**src/itcs_pkg.sv**
```systemverilog
////////////////////////////////////////////////////////////////////////////////
// Overview of operation
// - Acknowledge-action bit: zero sends ACK, one NACK.
// - Smart mode: data read performs acknowledge action.
// - Data register write performs no acknowledge action; in smart mode it sends the byte in a host read.
// - Command field is a strobe reading zero.
// - Command zero idle, command one reserved, ignored.
// - Finish command: acknowledge then await Start; in a host read, only await Start.
// - Response in host write: acknowledge, receive next.
// - Response after address in read: acknowledge, data flag.
// - Response after data in read: send byte.
// - Same-access acknowledge bit applies before command.
// - Byte done flag on byte end only; a collision does not set it.
// - Data access or command clears both flags.
// - Address flag on own address, Stop, or a collision on the NACK after an address.
// - Byte-done and address-match flags hold SCL low; stretch bit shows it.
// - Host acknowledge bit: zero ACK, one NACK.
// - Collision on lost high bit or NACK.
// - Collision clears by one or on Start.
// - Illegal Start/Stop sets flag; one clears it.
// - Illegal condition detection needs host section enabled.
// - Direction bit copies last address read/write bit.
// - Cause bit: zero Stop, one address.
// - Upper seven own-address bits match incoming address.
// - Own-address bit zero enables general call.
// - Smart read while held after address or received byte triggers acknowledge action.
// - Stop sets address flag only when enabled.
// - Accept-any-address mode matches every address.
package itcs_pkg;
	// Register indices; byte address is four times the index.
	localparam logic [7:0] IDX_HOST_CTRL = 8'h03;
	localparam logic [7:0] IDX_CTRL_MAIN = 8'h09;
	localparam logic [7:0] IDX_CMD_CTRL = 8'h0a;
	localparam logic [7:0] IDX_STATUS = 8'h0b;
	localparam logic [7:0] IDX_OWN_ADDR = 8'h0c;
	localparam logic [7:0] IDX_DATA = 8'h0d;
	localparam logic [7:0] RST_BYTE = 8'h00;
	localparam logic [7:0] CTRL_MAIN_MASK = 8'he7;
	localparam int BIT_HOST_ENABLE = 0;
	localparam int BIT_HALT_DETECT = 5;
	localparam int BIT_ACCEPT_ANY = 2;
	localparam int BIT_AUTO_ACK = 1;
	localparam int BIT_TARGET_ENABLE = 0;
	localparam int BIT_ACK_ACTION = 2;
	localparam int BIT_BYTE_DONE = 7;
	localparam int BIT_ADDR_HALT = 6;
	localparam int BIT_CONFLICT = 3;
	localparam int BIT_ILLEGAL = 2;
	localparam logic [1:0] CMD_IDLE = 2'h0;
	localparam logic [1:0] CMD_RESERVED = 2'h1;
	localparam logic [1:0] CMD_FINISH = 2'h2;
	localparam logic [1:0] CMD_RESPONSE = 2'h3;
	localparam logic [6:0] GENERAL_CALL = 7'h00;
	localparam logic [3:0] BYTE_BITS = 4'h8;
	localparam logic [1:0] NEXT_IDLE = 2'h0;
	localparam logic [1:0] NEXT_RX = 2'h1;
	localparam logic [1:0] NEXT_TX_HOLD = 2'h2;
	typedef enum logic [3:0] {
		ST_IDLE, ST_ADDR, ST_HOLD_ADDR, ST_ACK_OUT, ST_RX, ST_HOLD_RX,
		ST_TX, ST_TX_ACK, ST_HOLD_TX
	} itcs_state_t;
	typedef struct packed {
		logic scl_s1;
		logic scl_s2;
		logic scl_q;
		logic sda_s1;
		logic sda_s2;
		logic sda_q;
		itcs_state_t st;
		logic [3:0] bitcnt;
		logic [7:0] shift;
		logic [7:0] data;
		logic [7:0] own;
		logic [7:0] ctl;
		logic ack_action_select;
		logic host_enable;
		logic byte_done_flag;
		logic addr_or_halt_flag;
		logic scl_stretch_active;
		logic host_ack_seen;
		logic drive_conflict_flag;
		logic illegal_condition_flag;
		logic direction;
		logic addr_or_halt_cause;
		logic sda_drive;
		logic nack_out;
		logic lost;
		logic fresh;
		logic in_xfer;
		logic from_addr;
		logic [1:0] ack_next;
	} itcs_regs_t;
	localparam itcs_regs_t RST_REGS = '{scl_s1: 1'b1, scl_s2: 1'b1,
		scl_q: 1'b1, sda_s1: 1'b1, sda_s2: 1'b1, sda_q: 1'b1, st: ST_IDLE,
		default: '0};
endpackage : itcs_pkg

```
**src/itcs_target.sv**
```systemverilog
// Design decision made here: the APB slave port.
`timescale 1ns/1ns
module itcs_target (
	input wire logic pclk,
	input wire logic presetn,
	input wire logic psel,
	input wire logic penable,
	input wire logic pwrite,
	input wire logic [7:0] paddr,
	input wire logic [31:0] pwdata,
	output logic [31:0] prdata,
	output logic pready,
	output logic pslverr,
	input wire logic scl_i,
	output logic scl_o,
	output logic scl_oe,
	input wire logic sda_i,
	output logic sda_o,
	output logic sda_oe
);
	itcs_pkg::itcs_regs_t r_reg;
	itcs_pkg::itcs_regs_t r_next;
	logic acc_wr;
	logic acc_rd;
	logic cmd_wr;
	logic data_rd;
	logic data_wr;
	logic status_wr;
	logic flag_clear;
	logic ack_eff;
	logic go_ack;
	logic go_tx;
	logic scl_rise;
	logic scl_fall;
	logic start_c;
	logic stop_c;
	logic mid_byte;
	logic addr_match;
	logic mapped;

	function automatic logic reg_hit(input logic [7:0] a,
		input logic [7:0] idx);
		reg_hit = (a[7:2] == idx[5:0]) && (a[1:0] == 2'h0);
	endfunction : reg_hit

	function automatic logic is_match(input logic [7:0] rx,
		input logic [7:0] own, input logic any);
		is_match = any || (rx[7:1] == own[7:1]) ||
			(own[0] && (rx[7:1] == itcs_pkg::GENERAL_CALL));
	endfunction : is_match

	////////////////////////////////////////////////////////////////////////
	// Bus slave decode; every access completes in its first access cycle.
	assign acc_wr = psel && penable && pwrite;
	assign acc_rd = psel && penable && !pwrite;
	assign cmd_wr = acc_wr && reg_hit(paddr, itcs_pkg::IDX_CMD_CTRL);
	assign data_rd = acc_rd && reg_hit(paddr, itcs_pkg::IDX_DATA);
	assign data_wr = acc_wr && reg_hit(paddr, itcs_pkg::IDX_DATA);
	assign status_wr = acc_wr && reg_hit(paddr, itcs_pkg::IDX_STATUS);
	assign flag_clear = cmd_wr || data_rd || data_wr;
	assign mapped = reg_hit(paddr, itcs_pkg::IDX_HOST_CTRL) ||
		reg_hit(paddr, itcs_pkg::IDX_CTRL_MAIN) ||
		reg_hit(paddr, itcs_pkg::IDX_CMD_CTRL) ||
		reg_hit(paddr, itcs_pkg::IDX_STATUS) ||
		reg_hit(paddr, itcs_pkg::IDX_OWN_ADDR) ||
		reg_hit(paddr, itcs_pkg::IDX_DATA);
	assign pready = 1'b1;
	assign pslverr = psel && penable && !mapped;

	// The bit written with the command is the one the command uses.
	assign ack_eff = cmd_wr ? pwdata[itcs_pkg::BIT_ACK_ACTION] :
		r_reg.ack_action_select;
	assign go_ack = ((r_reg.st == itcs_pkg::ST_HOLD_ADDR) ||
		(r_reg.st == itcs_pkg::ST_HOLD_RX)) &&
		((cmd_wr && pwdata[1]) ||
		(data_rd && r_reg.ctl[itcs_pkg::BIT_AUTO_ACK]));
	assign go_tx = (r_reg.st == itcs_pkg::ST_HOLD_TX) &&
		((cmd_wr && (pwdata[1:0] == itcs_pkg::CMD_RESPONSE)) ||
		(data_wr && r_reg.ctl[itcs_pkg::BIT_AUTO_ACK]));

	always_comb begin
		prdata = 32'h0000_0000;
		if (reg_hit(paddr, itcs_pkg::IDX_HOST_CTRL)) begin
			prdata[0] = r_reg.host_enable;
		end else if (reg_hit(paddr, itcs_pkg::IDX_CTRL_MAIN)) begin
			prdata[7:0] = r_reg.ctl;
		end else if (reg_hit(paddr, itcs_pkg::IDX_CMD_CTRL)) begin
			// The command strobe field always reads as zero.
			prdata[itcs_pkg::BIT_ACK_ACTION] = r_reg.ack_action_select;
		end else if (reg_hit(paddr, itcs_pkg::IDX_STATUS)) begin
			prdata[7:0] = {r_reg.byte_done_flag, r_reg.addr_or_halt_flag,
				r_reg.scl_stretch_active, r_reg.host_ack_seen,
				r_reg.drive_conflict_flag, r_reg.illegal_condition_flag,
				r_reg.direction, r_reg.addr_or_halt_cause};
		end else if (reg_hit(paddr, itcs_pkg::IDX_OWN_ADDR)) begin
			prdata[7:0] = r_reg.own;
		end else if (reg_hit(paddr, itcs_pkg::IDX_DATA)) begin
			prdata[7:0] = r_reg.data;
		end
	end

	////////////////////////////////////////////////////////////////////////
	// Bus line conditions, seen only through the synchronised copies.
	assign scl_rise = r_reg.scl_s2 && !r_reg.scl_q;
	assign scl_fall = !r_reg.scl_s2 && r_reg.scl_q;
	assign start_c = r_reg.scl_s2 && r_reg.scl_q && r_reg.sda_q &&
		!r_reg.sda_s2 && r_reg.ctl[itcs_pkg::BIT_TARGET_ENABLE];
	assign stop_c = r_reg.scl_s2 && r_reg.scl_q && !r_reg.sda_q &&
		r_reg.sda_s2 && r_reg.ctl[itcs_pkg::BIT_TARGET_ENABLE];
	assign mid_byte = (r_reg.bitcnt != 4'h0) &&
		((r_reg.st == itcs_pkg::ST_ADDR) || (r_reg.st == itcs_pkg::ST_RX) ||
		(r_reg.st == itcs_pkg::ST_TX));
	assign addr_match = is_match(r_reg.shift, r_reg.own,
		r_reg.ctl[itcs_pkg::BIT_ACCEPT_ANY]);

	always_comb begin
		r_next = r_reg;
		r_next.scl_s1 = scl_i;
		r_next.scl_s2 = r_reg.scl_s1;
		r_next.scl_q = r_reg.scl_s2;
		r_next.sda_s1 = sda_i;
		r_next.sda_s2 = r_reg.sda_s1;
		r_next.sda_q = r_reg.sda_s2;
		// Software side first so that a bus event in the same cycle wins.
		if (acc_wr && reg_hit(paddr, itcs_pkg::IDX_HOST_CTRL)) begin
			r_next.host_enable = pwdata[itcs_pkg::BIT_HOST_ENABLE];
		end
		if (acc_wr && reg_hit(paddr, itcs_pkg::IDX_CTRL_MAIN)) begin
			r_next.ctl = pwdata[7:0] & itcs_pkg::CTRL_MAIN_MASK;
		end
		if (acc_wr && reg_hit(paddr, itcs_pkg::IDX_OWN_ADDR)) begin
			r_next.own = pwdata[7:0];
		end
		if (cmd_wr) begin
			r_next.ack_action_select = pwdata[itcs_pkg::BIT_ACK_ACTION];
		end
		if (data_wr) begin
			r_next.data = pwdata[7:0];
		end
		if (flag_clear) begin
			r_next.byte_done_flag = 1'b0;
			r_next.addr_or_halt_flag = 1'b0;
		end
		if (status_wr) begin
			if (pwdata[itcs_pkg::BIT_BYTE_DONE]) begin
				r_next.byte_done_flag = 1'b0;
			end
			if (pwdata[itcs_pkg::BIT_ADDR_HALT]) begin
				r_next.addr_or_halt_flag = 1'b0;
			end
			if (pwdata[itcs_pkg::BIT_CONFLICT]) begin
				r_next.drive_conflict_flag = 1'b0;
			end
			if (pwdata[itcs_pkg::BIT_ILLEGAL]) begin
				r_next.illegal_condition_flag = 1'b0;
			end
		end
		// Commands and smart-mode accesses while the clock is held.
		// Commands zero and one fall through and start no bus action.
		if (go_ack) begin
			r_next.sda_drive = !ack_eff;
			r_next.nack_out = ack_eff;
			r_next.scl_stretch_active = 1'b0;
			r_next.from_addr = (r_reg.st == itcs_pkg::ST_HOLD_ADDR);
			r_next.st = itcs_pkg::ST_ACK_OUT;
			if (ack_eff || (cmd_wr &&
				(pwdata[1:0] == itcs_pkg::CMD_FINISH))) begin
				r_next.ack_next = itcs_pkg::NEXT_IDLE;
			end else if ((r_reg.st == itcs_pkg::ST_HOLD_ADDR) &&
				r_reg.direction) begin
				r_next.ack_next = itcs_pkg::NEXT_TX_HOLD;
			end else begin
				r_next.ack_next = itcs_pkg::NEXT_RX;
			end
			if ((r_reg.st == itcs_pkg::ST_HOLD_ADDR) && r_reg.direction &&
				cmd_wr && (pwdata[1:0] == itcs_pkg::CMD_FINISH)) begin
				// Host read: finish only waits for the next Start.
				r_next.sda_drive = 1'b0;
				r_next.st = itcs_pkg::ST_IDLE;
			end
		end else if (go_tx) begin
			// A write of the data register alone performs no acknowledge.
			r_next.shift = data_wr ? pwdata[7:0] : r_reg.data;
			r_next.sda_drive = data_wr ? !pwdata[7] : !r_reg.data[7];
			r_next.bitcnt = 4'h0;
			r_next.lost = 1'b0;
			r_next.scl_stretch_active = 1'b0;
			r_next.st = itcs_pkg::ST_TX;
		end else if ((r_reg.st == itcs_pkg::ST_HOLD_TX) && cmd_wr &&
			(pwdata[1:0] == itcs_pkg::CMD_FINISH)) begin
			r_next.scl_stretch_active = 1'b0;
			r_next.st = itcs_pkg::ST_IDLE;
		end
		////////////////////////////////////////////////////////////////////
		// Bus side.
		case (r_reg.st)
			itcs_pkg::ST_IDLE: begin
			end
			itcs_pkg::ST_ADDR: begin
				if (scl_rise) begin
					r_next.shift = {r_reg.shift[6:0], r_reg.sda_s2};
					r_next.bitcnt = r_reg.bitcnt + 4'h1;
					r_next.fresh = 1'b0;
				end else if (scl_fall &&
					(r_reg.bitcnt == itcs_pkg::BYTE_BITS)) begin
					r_next.bitcnt = 4'h0;
					if (addr_match) begin
						r_next.addr_or_halt_flag = 1'b1;
						r_next.addr_or_halt_cause = 1'b1;
						r_next.direction = r_reg.shift[0];
						r_next.scl_stretch_active = 1'b1;
						r_next.in_xfer = 1'b1;
						r_next.st = itcs_pkg::ST_HOLD_ADDR;
					end else begin
						r_next.st = itcs_pkg::ST_IDLE;
					end
				end
			end
			itcs_pkg::ST_ACK_OUT: begin
				if (scl_rise && r_reg.nack_out && !r_reg.sda_s2) begin
					r_next.drive_conflict_flag = 1'b1;
					r_next.addr_or_halt_flag = r_reg.from_addr ||
						r_next.addr_or_halt_flag;
				end else if (scl_fall) begin
					r_next.sda_drive = 1'b0;
					r_next.bitcnt = 4'h0;
					case (r_reg.ack_next)
						itcs_pkg::NEXT_RX: begin
							r_next.st = itcs_pkg::ST_RX;
						end
						itcs_pkg::NEXT_TX_HOLD: begin
							r_next.byte_done_flag = 1'b1;
							r_next.scl_stretch_active = 1'b1;
							r_next.st = itcs_pkg::ST_HOLD_TX;
						end
						default: begin
							r_next.st = itcs_pkg::ST_IDLE;
						end
					endcase
				end
			end
			itcs_pkg::ST_RX: begin
				if (scl_rise) begin
					r_next.shift = {r_reg.shift[6:0], r_reg.sda_s2};
					r_next.bitcnt = r_reg.bitcnt + 4'h1;
				end else if (scl_fall &&
					(r_reg.bitcnt == itcs_pkg::BYTE_BITS)) begin
					r_next.data = r_reg.shift;
					r_next.byte_done_flag = 1'b1;
					r_next.scl_stretch_active = 1'b1;
					r_next.st = itcs_pkg::ST_HOLD_RX;
				end
			end
			itcs_pkg::ST_TX: begin
				if (scl_rise) begin
					r_next.bitcnt = r_reg.bitcnt + 4'h1;
					if (!r_reg.sda_drive && !r_reg.sda_s2 && !r_reg.lost) begin
						// A released one read back low: stop driving the byte.
						r_next.drive_conflict_flag = 1'b1;
						r_next.lost = 1'b1;
					end
				end else if (scl_fall) begin
					if (r_reg.bitcnt == itcs_pkg::BYTE_BITS) begin
						r_next.sda_drive = 1'b0;
						r_next.st = itcs_pkg::ST_TX_ACK;
					end else begin
						r_next.shift = {r_reg.shift[6:0], 1'b0};
						r_next.sda_drive = !r_reg.lost && !r_reg.shift[6];
					end
				end
			end
			itcs_pkg::ST_TX_ACK: begin
				if (scl_rise) begin
					r_next.host_ack_seen = r_reg.sda_s2;
				end else if (scl_fall) begin
					r_next.bitcnt = 4'h0;
					r_next.byte_done_flag = 1'b1;
					r_next.scl_stretch_active = 1'b1;
					r_next.st = itcs_pkg::ST_HOLD_TX;
				end
			end
			itcs_pkg::ST_HOLD_ADDR, itcs_pkg::ST_HOLD_RX,
			itcs_pkg::ST_HOLD_TX: begin
			end
			default: begin
				r_next.st = itcs_pkg::ST_IDLE;
			end
		endcase
		if (start_c) begin
			if (r_reg.host_enable && mid_byte) begin
				r_next.illegal_condition_flag = 1'b1;
			end
			r_next.drive_conflict_flag = 1'b0;
			r_next.st = itcs_pkg::ST_ADDR;
			r_next.bitcnt = 4'h0;
			r_next.fresh = 1'b1;
			r_next.sda_drive = 1'b0;
			r_next.scl_stretch_active = 1'b0;
		end else if (stop_c) begin
			if (r_reg.host_enable && (r_reg.fresh || mid_byte)) begin
				r_next.illegal_condition_flag = 1'b1;
			end
			if (r_reg.ctl[itcs_pkg::BIT_HALT_DETECT] && r_reg.in_xfer) begin
				r_next.addr_or_halt_flag = 1'b1;
				r_next.addr_or_halt_cause = 1'b0;
			end
			r_next.in_xfer = 1'b0;
			r_next.fresh = 1'b0;
			r_next.st = itcs_pkg::ST_IDLE;
			r_next.sda_drive = 1'b0;
			r_next.scl_stretch_active = 1'b0;
		end
		if (!r_reg.ctl[itcs_pkg::BIT_TARGET_ENABLE]) begin
			r_next.st = itcs_pkg::ST_IDLE;
			r_next.sda_drive = 1'b0;
			r_next.scl_stretch_active = 1'b0;
			r_next.in_xfer = 1'b0;
		end
	end

	always_ff @(posedge pclk or negedge presetn) begin
		if (!presetn) begin
			r_reg <= itcs_pkg::RST_REGS;
		end else begin
			r_reg <= r_next;
		end
	end

	// Both lines are only ever pulled low.
	assign scl_o = 1'b0;
	assign sda_o = 1'b0;
	assign scl_oe = r_reg.scl_stretch_active;
	assign sda_oe = r_reg.sda_drive;
endmodule : itcs_target

```
**config.mk**
```make
export PLATFORM = sky130hd
export DESIGN_NAME = itcs_target
export DESIGN_NICKNAME = d
export VERILOG_FILES = /design/src/itcs_pkg.sv /design/src/itcs_target.sv
export SDC_FILE = /design/constraint.sdc
export NUM_CORES = 1
export LEC_CHECK = 0
export BUFFER_PORTS_ARGS = -buffer_cell sky130_fd_sc_hd__buf_4
export CAP_MARGIN = 20
export CORE_UTILIZATION = 50
export DETAILED_ROUTE_END_ITERATION = 10
export PLACE_DENSITY_LB_ADDON = 0.25
export SETUP_SLACK_MARGIN = 0.3
export SKIP_CTS_REPAIR_TIMING = 1
export SYNTH_ARGS = -nofsm -noshare
export SYNTH_HDL_FRONTEND = slang
export SYNTH_SLANG_ARGS = --single-unit
```
**constraint.sdc**
```tcl
create_clock -name pclk -period 3.2 [get_ports pclk]
set_input_delay 0.16 -clock pclk [delete_from_list [all_inputs] [get_ports pclk]]
set_output_delay 0.16 -clock pclk [all_outputs]
set_load 0.05 [all_outputs]
```
==> results.py <==
metrics = {
    "placement": {
        "dpl_worst_slack_ns": 0.825,
        "gp_congestion": 0.877,
        "place_area_mm2": 0.00418,
        "port_buffers": 33,
        "dp_hpwl_um": 7280,
    },
    "routing": {
        "num_vias": 3357,
        "drtIter0Drc": 310,
        "wirelength_um": 10200,
        "first_pass_iters": 5,
        "ant_nets": 0,
        "drc": 0,
        "viasPerCell": 5.95,
        "avgRoutedWirePerCell_um": 18.0,
    },
    "timing": {
        "fin_skew_ns": 0.0105,
        "final-setup-viol-count": 0,
        "rsz0062_at_grt": "false",
        "finalSetupTns_ns": 0,
        "max_slew_margin_pct": 38.6,
        "layout_min_cycle_time_ns": 2.40,
        "worst_slack_ns": 0.795,
        "worst_pin_slew_ns": 0.919,
        "period_share_pct": 75.1,
        "finalHoldViolCount": 0,
        "clock.fmax_mhz": 416,
        "slew_violations": 0,
    },
    "logic_synthesis": {
        "synth_cells": 423,
        "synth_cell_types": 68,
        "synth-simple-area-share_pct": 24.9,
        "syn-cell-area_mm2": 0.00398,
        "synth_top_cell_area_share_pct": 35.2,
        "synthAdderAreaFrac_pct": 0.629,
        "synth_area_leaders": "dfrtp_1 35%, buf_4 5.7%, mux2_2 4.5%, nand2_1 4.2%, dfstp_2 4.0%",
        "synth_edf_count": 0,
        "synthArstFlopShare_pct": 100,
        "synth_common_cells": "56 x dfrtp_1, 44 x nand2_1, 35 x nor2_1",
        "ys_warn_count": 0,
        "synth-seq-cells": 62,
        "muxShareOfSynthArea_pct": 7.83,
        "synth_top_cell_by_area": "dfrtp_1",
        "synth-xor-area-share_pct": 2.42,
        "synth_top_flop_cell": "dfrtp_1",
        "synth_top_family_by_area": "simple AND/OR/NAND/NOR gates",
        "post-synth-top-count-cell": "dfrtp_1",
        "synth-compound-area-share_pct": 16.5,
        "syn_area_per_cell_um2": 9.41,
        "seq_area_frac_synth_pct": 39.2,
    },
    "setup_path": {
        "cp.required_ns": 3.44,
        "r2r_slack_ns": 0.80,
        "critPathCaptureType": "flip-flop",
        "critPathMaxStageDelay_ns": 0.66,
        "cp_slowest_cell": "nor3_4",
        "path_class": "flip-flop to flip-flop",
        "crit_chain": "nor3_2 -> nand2_1 -> nor3_4 -> nor4_1 -> nor4_1",
        "cp_top_family": "simple AND/OR/NAND/NOR gates",
        "crit_top_cell": "nor4_1",
        "worstSetupStartpointType": "flip-flop",
        "critPathArrivalTime_ns": 2.64,
        "crit_fanout": 18,
        "worst-path-buf-inv": 0,
    },
    "global_route": {
        "grt.busiest_layer": "met2",
        "grt_max_degree": 63,
        "grt_pass1_wl_um": 16500,
        "antenna_found_initial": 0,
        "grt.overflow.total": 0,
        "use_met1_pct": 35.8,
        "grt_pass1_vias": 3190,
        "grt_use_met3_pct": 5.70,
        "grt_usage_pct": 25.8,
        "global_route.usage.met2_pct": 40.5,
    },
    "clock_tree": {
        "clkSinkCount": 62,
        "clkSlewWorstSetupHoldPaths_ns": 0.08,
        "clock_path_buffers": 2,
        "clk_root_buffer_cell": "clkbuf_8",
        "tritoncts": "built",
        "cts_max_level": 3,
        "clk-insertion-delay-late_ns": 0.35,
        "numCtsBuffers": 9,
    },
    "min_path": {
        "min_path_type": "input pin to flip-flop",
    },
    "power_and_ir_drop": {
        "p_leak_nw": 1.90,
        "finalPower_w": 0.00179,
        "irDropWorstVdd_v": 0.000367,
        "pwr_density_cell_mw_per_mm2": 403,
    },
    "cells_and_area": {
        "diodes": 0,
        "largest_reg_flops": 56,
        "area_delta_synth_final_pct": 11.3,
        "fin_area_mm2": 0.00443,
        "final_core_util_pct": 57.3,
        "drive_gt1_share_pct": 21.0,
        "nets": 506,
    },
    "floorplanning": {
        "die_x_um": 91.2,
        "die_h_um": 91.2,
        "coreArea_mm2": 0.00773,
        "num_rows": 32,
        "initial_core_util_pct": 51.5,
        "die_area_mm2": 0.00832,
        "boundaryPins": 85,
    },
    "run_status": {
        "status": "completed",
    },
    "run": {
        "cap_viol_max_count": 0,
    },
}
-- per-layer routing --
layer | vias to the layer above | share of wire (%)
li1 | 1548 | -
met1 | 1653 | 46
met2 | 141 | 48
met3 | 15 | 5.3
met4 | 0 | 1.3
met5 | - | 0
-- cells by family after synthesis --
group / after synthesis
simple gates: 169
compound gates: 97
flops: 62
buf+inv: 51
mux: 29
xor+xnor: 11
fa+ha+maj: 2
other cells: 2
-- cells in the final DEF, fill, tap and decap left out, types with 4 or more instances in the layout --
master    count
nand2_2       4
conb_1       27
nor3_1       10
o21a_1        5
o31ai_1       5
nand2b_1      9
and2_1        5
or3_1         5
nor2b_1       6
a21oi_1      28
clkbuf_8      9
mux2_2       16
a22oi_1      11
mux2i_1      12
buf_4        36
dfrtp_1      56
a31oi_1       6
nand3_1       8
nand2_1      44
nor3b_1       4
nor2_1       35
dfstp_2       6
inv_1        10
xnor2_1      10
o21ai_0      17
nor4_1        4
nand4_1       4
nand3b_1      4
-- layout make-up --
cell class	count	area [um2]
Inverter	10	37.5
Timing Repair Buffer	39	300
Multi-Input combinational cell	335	2180
Sequential cell	62	1560
Fill cell	695	3300
Clock buffer	9	124
Clock inverter	7	97.6
Tap cell	102	128
-- where the power goes --
group	total, W	internal (W)	switching [W]
Combinational	0.000182	0.0000463	0.000136
Clock	0.000789	0.000441	0.000348
Sequential	0.000815	0.000800	0.0000148
-- final timing paths --
kind                       startpoint         end  cells past startpoint
max                         r_reg[54]      sda_oe                      5
min                         pwdata[5]   r_reg[23]                      2
max reg2reg                 r_reg[54]      sda_oe                      5
min reg2reg                r_next[59]  r_next[58]                      0
max in group asynchronous     presetn    r_reg[8]                      2
min in group asynchronous     presetn   r_reg[12]                      2
-- per-stage QoR --
step / std cells / hold slack [ns]
4_1_cts: 561 / -0.0901
3_3_place_gp: 545 / 0.269
2_1_floorplan: 448 / -0.136
3_5_place_dp: 545 / 0.270
6_report: 564 / 0.0570
5_1_grt: 564 / 0.0548
-- worst reg2reg max path: cells and delay by family (launching register included) --
family / cells / cell delay (ns)
DFF: 1 / 0.60
and+or+nand+nor: 5 / 1.71
Note: power is estimated with default switching activity, not from simulation.
